## src/verilog/csr_pkg.sv

```systemverilog
// constants and types shared by the core special register block
//
// Summary of operation
// - An access to either indirect port is carried out on the data location its pointer holds.
// - An indirect port reached through a pointer reads zero and ignores writes.
// - On the small memory variant pointer bit 7 plays no part in addressing and reads as one.
// - Register to register moves pass through the accumulator, which also takes every ALU result.
// - Writing the program counter low byte loads that byte and keeps the upper bits.
// - A write to the program counter low byte is followed by one dummy cycle.
// - A table read puts the high byte of the addressed program word in the table result register.
// - Data writes to the flags register change only the arithmetic flags.
// - Carry is set on add carry out or on no borrow in subtract, and rotates through carry move it.
// - Auxiliary carry is set on a low nibble carry in add or no nibble borrow in subtract.
// - Zero is set when an arithmetic or logic result is zero and cleared otherwise.
// - Overflow is set when the carry into bit 7 differs from the carry out of it.
// - Power down is cleared by reset or watchdog clear, set by halt, and changed by nothing else.
// - Time-out is cleared by reset, watchdog clear or halt, set by a watchdog time-out only.
// - Interrupts and calls never save the flags register automatically.
// - Flag bits 7 and 6 read zero, bits 5 and 4 are read-only and zero after reset.
package csr_pkg;

    // ****************************************
    // widths
    // ****************************************
    localparam int ADDR_W = 8;
    localparam int DATA_W = 8;
    localparam int PC_W = 11;
    localparam int PW_W = 16;
    localparam int EVT_W = 3;
    localparam int RAM_DEPTH = 192;

    // ****************************************
    // register offsets
    // ****************************************
    localparam logic [7:0] OFS_PORT_A = 8'h00;
    localparam logic [7:0] OFS_PTR_A = 8'h01;
    localparam logic [7:0] OFS_PORT_B = 8'h02;
    localparam logic [7:0] OFS_PTR_B = 8'h03;
    localparam logic [7:0] OFS_ACC = 8'h05;
    localparam logic [7:0] OFS_PC_LOW = 8'h06;
    localparam logic [7:0] OFS_TPTR_LO = 8'h07;
    localparam logic [7:0] OFS_TRES_HI = 8'h08;
    localparam logic [7:0] OFS_TPTR_HI = 8'h09;
    localparam logic [7:0] OFS_FLAGS = 8'h0a;
    localparam logic [7:0] OFS_EVT = 8'h12;
    localparam logic [7:0] OFS_MASK = 8'h13;
    localparam logic [7:0] RAM_BASE = 8'h40;

    // ****************************************
    // flag fields and reset values
    // ****************************************
    localparam int FLG_C = 0;
    localparam int FLG_AC = 1;
    localparam int FLG_Z = 2;
    localparam int FLG_OVF = 3;
    localparam int FLG_PWRDN = 4;
    localparam int FLG_TO = 5;
    localparam int PTR_MSB = 7;
    localparam logic [7:0] RST_BYTE = 8'h00;
    localparam logic [2:0] RST_EVT = 3'h0;

    // ****************************************
    // event bits
    // ****************************************
    localparam int EVT_TO = 0;
    localparam int EVT_HALT = 1;
    localparam int EVT_JUMP = 2;

    // ****************************************
    // alu operations
    // ****************************************
    typedef logic [2:0] csr_op_type;
    localparam csr_op_type OP_ADD = 3'h0;
    localparam csr_op_type OP_ADC = 3'h1;
    localparam csr_op_type OP_SUB = 3'h2;
    localparam csr_op_type OP_AND = 3'h3;
    localparam csr_op_type OP_OR = 3'h4;
    localparam csr_op_type OP_XOR = 3'h5;
    localparam csr_op_type OP_RLC = 3'h6;
    localparam csr_op_type OP_RRC = 3'h7;

endpackage

```

## src/verilog/csr_core.sv

```systemverilog
// core special function registers with flag logic
//
// Local design decisions: the plain strobed port and the register offsets.
`timescale 1ns/1ps
`default_nettype none
module csr_core #(
    parameter bit SMALL_MEM = 1'b0
) (
    // clock and reset
    input wire logic clk_i,
    input wire logic reset_i,
    // register bus
    input wire logic [csr_pkg::ADDR_W-1:0] addr_i,
    input wire logic [csr_pkg::DATA_W-1:0] wdata_i,
    input wire logic wr_i,
    input wire logic rd_i,
    output logic [csr_pkg::DATA_W-1:0] rdata_o,
    // alu
    input wire logic alu_go_i,
    input wire csr_pkg::csr_op_type alu_op_i,
    input wire logic [csr_pkg::DATA_W-1:0] alu_a_i,
    input wire logic [csr_pkg::DATA_W-1:0] alu_b_i,
    output logic [csr_pkg::DATA_W-1:0] acc_o,
    // program counter
    input wire logic [csr_pkg::PC_W-1:0] pc_i,
    output logic pc_load_o,
    output logic [csr_pkg::PC_W-1:0] pc_target_o,
    output logic dummy_o,
    // table read
    input wire logic tbl_rd_i,
    input wire logic [csr_pkg::PW_W-1:0] pm_data_i,
    output logic [csr_pkg::PC_W-1:0] pm_addr_o,
    output logic [csr_pkg::DATA_W-1:0] tbl_low_o,
    output logic tbl_low_vld_o,
    // system events
    input wire logic halt_i,
    input wire logic watchdog_clear_instruction_i,
    input wire logic wdt_timeout_i,
    output logic [csr_pkg::DATA_W-1:0] flags_o,
    output logic irq_o
);
    import csr_pkg::*;

    // ****************************************
    // state
    // ****************************************
    logic [7:0] ptr_a_ff;
    logic [7:0] ptr_b_ff;
    logic [7:0] acc_ff;
    logic [7:0] tptr_lo_ff;
    logic [7:0] tptr_hi_ff;
    logic [7:0] tres_hi_ff;
    logic [7:0] tbl_low_ff;
    logic tbl_low_vld_ff;
    logic c_ff;
    logic ac_ff;
    logic z_ff;
    logic ovf_ff;
    logic to_ff;
    logic pwrdn_ff;
    logic [EVT_W-1:0] evt_ff;
    logic [EVT_W-1:0] mask_ff;
    logic [7:0] rd_q_ff;
    logic ram_sel_ff;
    logic pc_load_ff;
    logic [PC_W-1:0] pc_target_ff;
    logic dummy_ff;

    // ****************************************
    // address decode
    // ****************************************
    wire [7:0] ptr_a_adr;
    wire [7:0] ptr_b_adr;
    wire [7:0] ptr_a_rd;
    wire [7:0] ptr_b_rd;
    wire is_ind;
    wire [7:0] eff;
    wire eff_port;
    wire wr_en;
    wire in_ram;

    // small variant ignores pointer msb and reads it as one
    assign ptr_a_adr = SMALL_MEM ? {1'b0, ptr_a_ff[6:0]} : ptr_a_ff;
    assign ptr_b_adr = SMALL_MEM ? {1'b0, ptr_b_ff[6:0]} : ptr_b_ff;
    assign ptr_a_rd = SMALL_MEM ? (ptr_a_ff | 8'h80) : ptr_a_ff;
    assign ptr_b_rd = SMALL_MEM ? (ptr_b_ff | 8'h80) : ptr_b_ff;

    // port access redirects to the pointer's location
    assign is_ind = (addr_i == OFS_PORT_A) || (addr_i == OFS_PORT_B);
    assign eff = (addr_i == OFS_PORT_A) ? ptr_a_adr :
                 (addr_i == OFS_PORT_B) ? ptr_b_adr : addr_i;
    // a port reached through a pointer is a dead location
    assign eff_port = (eff == OFS_PORT_A) || (eff == OFS_PORT_B);
    assign wr_en = wr_i && !eff_port;
    assign in_ram = (eff >= RAM_BASE);

    // per register write hits
    wire wr_ptr_a = wr_en && (eff == OFS_PTR_A);
    wire wr_ptr_b = wr_en && (eff == OFS_PTR_B);
    wire wr_acc = wr_en && (eff == OFS_ACC);
    wire wr_pc_low = wr_en && (eff == OFS_PC_LOW);
    wire wr_tptr_lo = wr_en && (eff == OFS_TPTR_LO);
    wire wr_tres_hi = wr_en && (eff == OFS_TRES_HI);
    wire wr_tptr_hi = wr_en && (eff == OFS_TPTR_HI);
    wire wr_flags = wr_en && (eff == OFS_FLAGS);
    wire wr_evt = wr_en && (eff == OFS_EVT);
    wire wr_mask = wr_en && (eff == OFS_MASK);
    wire ram_we = wr_en && in_ram;
    wire ram_re = rd_i && in_ram && !eff_port;
    wire [7:0] ram_addr = eff - RAM_BASE;
    wire [7:0] ram_q;

    // ****************************************
    // data memory
    // ****************************************
    csr_ram #(
        .DEPTH(RAM_DEPTH),
        .AW(ADDR_W),
        .DW(DATA_W)
    ) u_ram (
        .clk_i(clk_i),
        .we_i(ram_we),
        .re_i(ram_re),
        .addr_i(ram_addr),
        .wdata_i(wdata_i),
        .q_o(ram_q)
    );

    // ****************************************
    // alu flag computation
    // ****************************************
    wire is_sub = (alu_op_i == OP_SUB);
    wire is_arith = (alu_op_i == OP_ADD) || (alu_op_i == OP_ADC) || is_sub;
    wire is_logic = (alu_op_i == OP_AND) || (alu_op_i == OP_OR) ||
                    (alu_op_i == OP_XOR);
    wire is_rot = (alu_op_i == OP_RLC) || (alu_op_i == OP_RRC);
    wire [7:0] b_eff = is_sub ? ~alu_b_i : alu_b_i;
    wire cin = is_sub ? 1'b1 : ((alu_op_i == OP_ADC) ? c_ff : 1'b0);
    wire [4:0] sum_lo = {1'b0, alu_a_i[3:0]} + {1'b0, b_eff[3:0]} + {4'h0, cin};
    wire [7:0] sum_7 = {1'b0, alu_a_i[6:0]} + {1'b0, b_eff[6:0]} + {7'h00, cin};
    wire [8:0] sum = {1'b0, alu_a_i} + {1'b0, b_eff} + {8'h00, cin};

    // result selection
    wire [7:0] alu_res =
        is_arith ? sum[7:0] :
        (alu_op_i == OP_AND) ? (alu_a_i & alu_b_i) :
        (alu_op_i == OP_OR) ? (alu_a_i | alu_b_i) :
        (alu_op_i == OP_XOR) ? (alu_a_i ^ alu_b_i) :
        (alu_op_i == OP_RLC) ? {alu_a_i[6:0], c_ff} :
        {c_ff, alu_a_i[7:1]};
    // carry out of add equals no borrow in subtract
    wire res_c = is_rot ? ((alu_op_i == OP_RLC) ? alu_a_i[7] : alu_a_i[0]) :
                 sum[8];
    wire res_ac = sum_lo[4];
    wire res_ovf = sum_7[7] ^ sum[8];
    wire res_z = (alu_res == 8'h00);

    // ****************************************
    // next flag values
    // ****************************************
    wire alu_c = alu_go_i && (is_arith || is_rot);
    wire alu_az = alu_go_i && (is_arith || is_logic);
    wire alu_ar = alu_go_i && is_arith;
    // alu update wins over a same cycle data write
    wire nxt_c = alu_c ? res_c : (wr_flags ? wdata_i[FLG_C] : c_ff);
    wire nxt_ac = alu_ar ? res_ac : (wr_flags ? wdata_i[FLG_AC] : ac_ff);
    wire nxt_z = alu_az ? res_z : (wr_flags ? wdata_i[FLG_Z] : z_ff);
    wire nxt_ovf = alu_ar ? res_ovf : (wr_flags ? wdata_i[FLG_OVF] : ovf_ff);
    // system flags ignore data writes, time-out set wins
    wire nxt_to = wdt_timeout_i ? 1'b1 : ((halt_i || watchdog_clear_instruction_i) ? 1'b0 : to_ff);
    wire nxt_pwrdn = halt_i ? 1'b1 : (watchdog_clear_instruction_i ? 1'b0 : pwrdn_ff);

    // ****************************************
    // read selection
    // ****************************************
    wire [7:0] flags_rd = {2'b00, to_ff, pwrdn_ff, ovf_ff, z_ff, ac_ff, c_ff};
    wire [7:0] sfr_rd =
        eff_port ? 8'h00 :
        (eff == OFS_PTR_A) ? ptr_a_rd :
        (eff == OFS_PTR_B) ? ptr_b_rd :
        (eff == OFS_ACC) ? acc_ff :
        (eff == OFS_PC_LOW) ? pc_i[7:0] :
        (eff == OFS_TPTR_LO) ? tptr_lo_ff :
        (eff == OFS_TRES_HI) ? tres_hi_ff :
        (eff == OFS_TPTR_HI) ? tptr_hi_ff :
        (eff == OFS_FLAGS) ? flags_rd :
        (eff == OFS_EVT) ? {5'h00, evt_ff} :
        (eff == OFS_MASK) ? {5'h00, mask_ff} :
        8'h00;

    // ****************************************
    // events and interrupt
    // ****************************************
    wire [EVT_W-1:0] evt_set = {wr_pc_low, halt_i, wdt_timeout_i};
    wire [EVT_W-1:0] evt_clr = wr_evt ? wdata_i[EVT_W-1:0] : 3'h0;
    // set wins over a write-one clear
    wire [EVT_W-1:0] nxt_evt = (evt_ff & ~evt_clr) | evt_set;

    // ****************************************
    // pointers, accumulator, table registers
    // ****************************************
    always_ff @(posedge clk_i) begin
        if (reset_i) begin
            ptr_a_ff <= RST_BYTE;
            ptr_b_ff <= RST_BYTE;
            tptr_lo_ff <= RST_BYTE;
            tptr_hi_ff <= RST_BYTE;
        end else begin
            if (wr_ptr_a) begin
                ptr_a_ff <= wdata_i;
            end
            if (wr_ptr_b) begin
                ptr_b_ff <= wdata_i;
            end
            if (wr_tptr_lo) begin
                tptr_lo_ff <= wdata_i;
            end
            if (wr_tptr_hi) begin
                tptr_hi_ff <= wdata_i;
            end
        end
    end

    // accumulator takes alu results, else data writes
    always_ff @(posedge clk_i) begin
        if (reset_i) begin
            acc_ff <= RST_BYTE;
        end else if (alu_go_i) begin
            acc_ff <= alu_res;
        end else if (wr_acc) begin
            acc_ff <= wdata_i;
        end
    end

    // table read captures both bytes of the word
    always_ff @(posedge clk_i) begin
        if (reset_i) begin
            tres_hi_ff <= RST_BYTE;
            tbl_low_ff <= RST_BYTE;
            tbl_low_vld_ff <= 1'b0;
        end else begin
            tbl_low_vld_ff <= tbl_rd_i;
            if (tbl_rd_i) begin
                tres_hi_ff <= pm_data_i[15:8];
                tbl_low_ff <= pm_data_i[7:0];
            end else if (wr_tres_hi) begin
                tres_hi_ff <= wdata_i;
            end
        end
    end

    // ****************************************
    // flags register
    // ****************************************
    always_ff @(posedge clk_i) begin
        if (reset_i) begin
            c_ff <= 1'b0;
            ac_ff <= 1'b0;
            z_ff <= 1'b0;
            ovf_ff <= 1'b0;
            to_ff <= 1'b0;
            pwrdn_ff <= 1'b0;
        end else begin
            c_ff <= nxt_c;
            ac_ff <= nxt_ac;
            z_ff <= nxt_z;
            ovf_ff <= nxt_ovf;
            to_ff <= nxt_to;
            pwrdn_ff <= nxt_pwrdn;
        end
    end

    // ****************************************
    // program counter low write
    // ****************************************
    always_ff @(posedge clk_i) begin
        if (reset_i) begin
            pc_load_ff <= 1'b0;
            pc_target_ff <= '0;
            dummy_ff <= 1'b0;
        end else begin
            pc_load_ff <= wr_pc_low;
            dummy_ff <= pc_load_ff;
            if (wr_pc_low) begin
                pc_target_ff <= {pc_i[PC_W-1:8], wdata_i};
            end
        end
    end

    // ****************************************
    // events, mask, read data
    // ****************************************
    always_ff @(posedge clk_i) begin
        if (reset_i) begin
            evt_ff <= RST_EVT;
            mask_ff <= RST_EVT;
            rd_q_ff <= RST_BYTE;
            ram_sel_ff <= 1'b0;
        end else begin
            evt_ff <= nxt_evt;
            if (wr_mask) begin
                mask_ff <= wdata_i[EVT_W-1:0];
            end
            rd_q_ff <= rd_i ? sfr_rd : RST_BYTE;
            ram_sel_ff <= ram_re;
        end
    end

    // ****************************************
    // outputs
    // ****************************************
    assign rdata_o = ram_sel_ff ? ram_q : rd_q_ff;
    assign acc_o = acc_ff;
    assign pc_load_o = pc_load_ff;
    assign pc_target_o = pc_target_ff;
    assign dummy_o = dummy_ff;
    assign pm_addr_o = {tptr_hi_ff[PC_W-9:0], tptr_lo_ff};
    assign tbl_low_o = tbl_low_ff;
    assign tbl_low_vld_o = tbl_low_vld_ff;
    // flags leave here and through register reads; nothing pushes them on call or interrupt
    assign flags_o = flags_rd;
    assign irq_o = |(evt_ff & mask_ff);
endmodule
`default_nettype wire

```

## src/verilog/csr_ram.sv

```systemverilog
// general purpose data memory with registered read data
`timescale 1ns/1ps
`default_nettype none
module csr_ram #(
    parameter int DEPTH = 192,
    parameter int AW = 8,
    parameter int DW = 8
) (
    // clock
    input wire logic clk_i,
    // access
    input wire logic we_i,
    input wire logic re_i,
    input wire logic [AW-1:0] addr_i,
    input wire logic [DW-1:0] wdata_i,
    output logic [DW-1:0] q_o
);

    logic [DW-1:0] mem [DEPTH];
    logic [DW-1:0] q_ff;

    // one write and one read per cycle, both in the same cycle if both strobes are high
    always_ff @(posedge clk_i) begin
        if (we_i) begin
            mem[addr_i] <= wdata_i;
        end
        if (re_i) begin
            q_ff <= mem[addr_i];
        end
    end

    assign q_o = q_ff;

endmodule
`default_nettype wire

```

## config.mk

```make
export PLATFORM = sky130hd
export DESIGN_NAME = csr_core
export DESIGN_NICKNAME = d
export VERILOG_FILES = /design/src/verilog/csr_pkg.sv /design/src/verilog/csr_core.sv /design/src/verilog/csr_ram.sv
export SDC_FILE = /design/constraint.sdc
export NUM_CORES = 2
export LEC_CHECK = 0
export CAP_MARGIN = 10
export CORE_MARGIN = 8
export CORE_UTILIZATION = 50
export CTS_CLUSTER_SIZE = 16
export DETAILED_ROUTE_END_ITERATION = 8
export DONT_BUFFER_PORTS = 1
export PLACE_DENSITY = 0.76
export SYNTH_ARGS = -nofsm -noshare
export SYNTH_HDL_FRONTEND = slang
export SYNTH_SLANG_ARGS = --single-unit
export TNS_END_PERCENT = 50
```

## constraint.sdc

```tcl
create_clock -name clk_i -period 3.8 [get_ports clk_i]
set_clock_uncertainty 0.15 [all_clocks]
set_input_delay 0.38 -clock clk_i [delete_from_list [all_inputs] [get_ports clk_i]]
set_output_delay 0.38 -clock clk_i [all_outputs]
set_load 0.01 [all_outputs]
```

======== Word-level counts from Yosys, hierarchy flattened ========
Memory sizes are Yosys's and may differ from the RTL's. A register that Yosys moved wholly into a read port is not among the register bits.
Index checks and enable logic that the tools add are counted.
Widths: inputs -> output; s select.
cells by class
  $add $sub $neg .......................... 7
  $lt $le $gt $ge ......................... 1
  eq/ne operators ......................... 19
  muxes and demuxes ....................... 42
  bitwise gates (word level) .............. 10
  reductions and logical operators ........ 40
operators by type and width
  operator             number
  $mux 8               20
  $eq 8x2->1 const B   3
  $eq 8x3->1 const B   3
  $eq 8x4->1 const B   3
  $logic_not 8->1      3
  $mux 1               18
  $logic_and 1x1->1    17
  $eq 8x5->1 const B   2
  $reduce_bool 2->1    7
  $eq 3x3->1 const B   4
  $add 8x8->9          1
  $add 9x1->9          1
  $logic_or 1x1->1     9
  $mux 3               3
  $add 7x7->8          1
  $add 8x1->8          1
  $and 8x8->8          1
  $eq 8x1->1 const B   1
  $ge 8x7->1 const B   1
  $not 8->8            1
  $or 8x8->8           1
  $sub 8x7->8 const B  1
  $xor 8x8->8          1
  $and 3x3->3          2
  12 further kinds     14
storage, ports and cells
  flip-flop bits (word level) ............. 91
  memory bits (writable) .................. 1536
  output and inout bits ................... 58
  word-level logic and storage cells ...... 141
  memories kept ........................... 1
memory list
  memory     depth  bits a word  rd ports  clocked after memory_dff  write ports  RTL line       RTL
  u_ram.mem  192    8            1         1                         1            csr_ram.sv:19  logic [DW-1:0] mem [DEPTH];

======== Logic depth before layout (Yosys ltp) ========
  word-level depth ........................ 14
  depth in mapped cells ................... 17
  depth with buffers taken out ............ 15

======== Modules after synthesis ========
Synthesis repeated with hierarchy kept, for this count alone.
second synthesis, totals
  cell total of the unflattened synthesis .. 3467
  area, all modules ....................... 65455.3 um^2
by module, submodules not included
  module    instances  cells an instance  area each (um^2)  sequential area each (um^2)
  csr_ram   1          2793               59727.3           46364.5
  csr_core  1          674                5728.0            1821.7

======== Least setup slack after synthesis ========
Ideal clock, no wire load.
  kind .................................... input to register
  from .................................... in addr_i[0] (netlist name)
  to ...................................... mem u_ram.mem[14][0] (enable)
  library setup time ...................... 0.285 ns
  arrival time ............................ 3.299 ns
  path slack .............................. 0.065 ns
  stages .................................. 12
  path buffers ............................ 3
  path through ............................ buf_2 -> or4_1 -> or4_1 -> o22ai_1 -> ha_1 -> nand3_1 -> nand2_1 -> buf_2 -> nor3_4 -> nand3_1 -> clkbuf_1 -> nor2_1
on the way
  word-level cells in the longest chain between the ends .. 10
  elaborated cells on any way between the ends .. 14
ends and longest elaborated chain
  item                                                RTL line        RTL
  from (decl)                                         csr_core.sv:13  input wire logic [csr_pkg::ADDR_W-1:0] addr_i,
  $eq 8x2->1                                          csr_core.sv:91  (addr_i == OFS_PORT_B) ? ptr_b_adr : addr_i;
  $mux 8                                              csr_core.sv:91
  $mux 8 *                                            csr_core.sv:90  assign eff = (addr_i == OFS_PORT_A) ? ptr_a_adr :
  branches (longest 7 deep; another with $ge 8x7->1)  n/a
  to (decl)                                           csr_ram.sv:19
Mark *: on every way between the ends.

======== Worst setup path after layout ========
  from .................................... reg ptr_b_ff[3] (netlist: ptr_b_adr[3])
  to ...................................... reg u_ram.q_ff[4] (netlist: u_ram.q_o[4]) (read register of u_ram.mem) (data pin)
on the way
  word-level cells in the longest chain between the ends .. 6
  elaborated cells on any way between the ends .. 10
ends and longest elaborated chain
  item                                                RTL line         RTL
  from (decl)                                         csr_core.sv:48   logic [7:0] ptr_b_ff;
  from (signal assigned)                              csr_core.sv:213  ptr_b_ff <= wdata_i;
  $mux 8 *                                            csr_core.sv:91
  $mux 8 *                                            csr_core.sv:90
  branches (longest 4 deep; another with $ge 8x7->1)  n/a
  to (decl)                                           csr_ram.sv:20    logic [DW-1:0] q_ff;
Marked as above.
A chain may end at the register's enable or synchronous reset.

==> metrics.txt <==
outcome=complete, but fails checks; failing checks=DRC, setup timing; startpoint types=flop; Final Critical Period=around 3.8 ns; Die X=between 300 and 400 microns; Mapped Area=66840 sq um; final worst slack=-0.02547 ns; synth unique cells=80; CTS tree=built; IO buf count=0; Mean Syn Cell Area=roughly 13 sq um; dominant synthesized flop cell=edfxtp_1; Yosys Warn Count=0; worst path arrival time=4.23 ns; max FFs per register=1536; Rel. slew slack=9.704%; Yosys top cell by area=edfxtp_1; Total GRT Usage=approximately 30%; Hold Startpoint=alu_b_i[5]; Hold Path Class=primary input to flop; vias per cell=6.432; Max Cap Violations=0; # DRC=1; Post-synth top cells=edfxtp_1 (1544), nand2_1 (1322), nand3_1 (547); reg2reg start=ptr_b_adr[3]; vias in the first global route=46810; Reg clk slew, reported paths=~0.060 ns; Largest Register=u_ram.mem; synth-to-layout area growth=18.56%; Die H=around 380 microns; core area=around 130000 sq um; final setup fails=3; Leakage Power=28.01 nW; WL per Instance=approximately 29 microns; GP Congestion=~1; EDFF count, synth=approximately 1500; # rows=134; initial core utilization=50.21%; Tcrit/Tclk final=100.7%; post-synth top area share=69.37%; Vias=roughly 49000; htree depth=4; most frequent cell after synthesis=edfxtp_1; area of the multi-input gates=roughly 17000 sq um; worst slew pin tran=between 1 and 1.5 ns; Die Area=approximately 150000 sq um; post-route cell area=~80000 sq um; DR iter-0 viols=approximately 8900; placed inst area=between 70000 and 80000 sq um; Ports=between 100 and 150; Mapped Cells=around 5200; Layout fillers=9803; top achievable clock speed=between 200 and 300 MHz; cts bufs inserted=approximately 160; Final Hold Vio Count=0; power density over the cells=~480 nW/um^2; Post-Route WL=224400 microns; Critical Path RT=around 4.2 ns; CP max FO=21; total congestion overflow=0; initial antenna violation count=18; r2r setup slk=-0.03 ns; root buf cell=clkbuf_16; largest net degree at the start of global routing=203; crit path capture type=flop; dominant cells by area after synthesis=edfxtp_1 (69%), nand2_1 (7.4%), nand3_1 (4.1%); hold endpoint=z_ff; layout cells sized above 1=about 16%; Design Power=around 38 mW; first-pass GRT wire length=about 320000 microns; Detailed Place HPWL=roughly 140000 microns; Clock Tree Buf Depth=3; pre-CTS setup slack=-0.6512 ns; CTS Sinks=1635; Hold Crit Depth=6; DRT antenna net count=0; final net count=roughly 5900; FF-to-FF End=u_ram.q_o[4]; Async SR Flop Fraction=0%; clk_lat worst skew=0.81 ns; CP Class=flop to flop; Pre-Repair DR Iteration Count=9; Slew Viols, Final=0; IR drop worst, VDD=between 0.3 and 0.4 mV; Seq. cell area=between 40000 and 50000 sq um; FF-to-FF path depth=13; register area share after synthesis=just over 70%; #FFs+latches synth=between 1500 and 2000
==> worst max path at each step <==
stage                            start               end  slack, ns  cells after the start
after floorplan              addr_i[0]  u_ram.mem[14][0]       0.07                     12
final                     ptr_b_adr[3]      u_ram.q_o[4]      -0.03                     13
after CTS                 ptr_a_adr[0]      u_ram.q_o[2]       0.01                     13
after detailed placement     addr_i[4]      u_ram.q_o[4]      -0.65                     14
after global placement       addr_i[4]      u_ram.q_o[4]      -0.65                     12
after global routing      ptr_b_adr[1]     tres_hi_ff[6]     -0.006                     12
==> final cells by class <==
type / instances / area share (%)
diodes: 11 / 0.03474
inverters: 36 / 0.1705
multi-input cells: 3225 / 21.58
clock buffers: 190 / 5.195
flip-flops and latches: 1635 / 60.81
repair buffers: 710 / 8.310
well taps: 1768 / 2.792
clock inverters: 98 / 1.110
==> layer usage <==
| layer | up-vias | part of all wire (%) | track usage (%) |
|---|---|---|---|
| li1 | 20340 | - | - |
| met1 | 23730 | 34 | 37.89 |
| met2 | 4371 | 43 | 43.14 |
| met3 | 895 | 16 | 11.25 |
| met4 | 14 | 7.1 | 17.13 |
| met5 | - | 0.042 | 0 |
==> placed cells by master, fill, tap and decap left out, types with 30 or more instances in the layout <==
cell type | netlist | final
edfxtp_1 | 1544 | 1544
nand2_1 | 1322 | 1321
buf_4 | 17 | 564
nand3_1 | 547 | 547
nor2_1 | 291 | 286
mux2i_1 | 196 | 193
clkbuf_16 | 0 | 160
a21oi_1 | 150 | 150
a31oi_1 | 97 | 95
dfxtp_1 | 91 | 91
buf_12 | 0 | 73
and3_1 | 70 | 70
dlygate4sd3_1 | 0 | 63
o22ai_1 | 62 | 62
nand4_1 | 54 | 54
o21ai_0 | 46 | 46
clkinv_1 | 0 | 40
inv_1 | 36 | 36
a211oi_1 | 33 | 33
a311oi_1 | 33 | 32
a22oi_1 | 32 | 32
clkbuf_1 | 159 | 30
==> cell families after synthesis <==
group                    Yosys count  synth area share (%)
other                              1              0.005611
multiplexers                     229                 3.632
adder cells (fa/ha/maj)           30                0.5841
flip-flops                      1635                 72.10
buffers and inverters            380                 2.546
AND/OR/NAND/NOR                 2402                 15.51
AO/OA/AOI/OAI                    549                 5.457
XOR/XNOR                          13                0.1704
==> per-stage QoR <==
stage / hold slack, ns / utilization, % / setup TNS, ns / instances
after CTS: 0.001469 / 59.43 / 0 / 7659
after detailed placement: 0.3042 / 55.02 / -19.00 / 7301
after floorplan: 0.2955 / - / 0 / 5240
after global routing: 0.06706 / 59.51 / -0.005985 / 7663
after global placement: 0.2988 / 55.02 / -10.87 / 7301
final: 0.04941 / 59.52 / -0.06102 / 7673
==> where the power goes <==
part	total (mW)	internal, mW	switching [mW]	leakage (nW)
clock	15.4	8.42	6.99	2.41
sequential	19.8	19.8	0.0723	14.6
combinational	2.79	0.898	1.89	11.0
==> timing repair <==
item,4_1_cts,5_1_grt
pin swaps,0,3
setup endpoints to repair,2,14
buffers inserted,0,1
hold buffers,70,2
hold endpoints to repair,1635,24
cloned,0,0
gates resized for setup,2,16
==> worst max-delay path, cell delays in order (launching register included) <==
cell and delay (ns):
dfxtp_1 0.33, mux2_2 0.33, a31oi_2 0.26, buf_12 0.18, nor2_4 0.06, buf_4 0.34
nand2_1 0.19, buf_4 0.15, a311oi_1 0.08, buf_4 0.19, a31oi_1 0.45, nand4_1 0.26
nor3_2 0.50, a311oi_1 0.08
(Power assumes the default switching activity.)
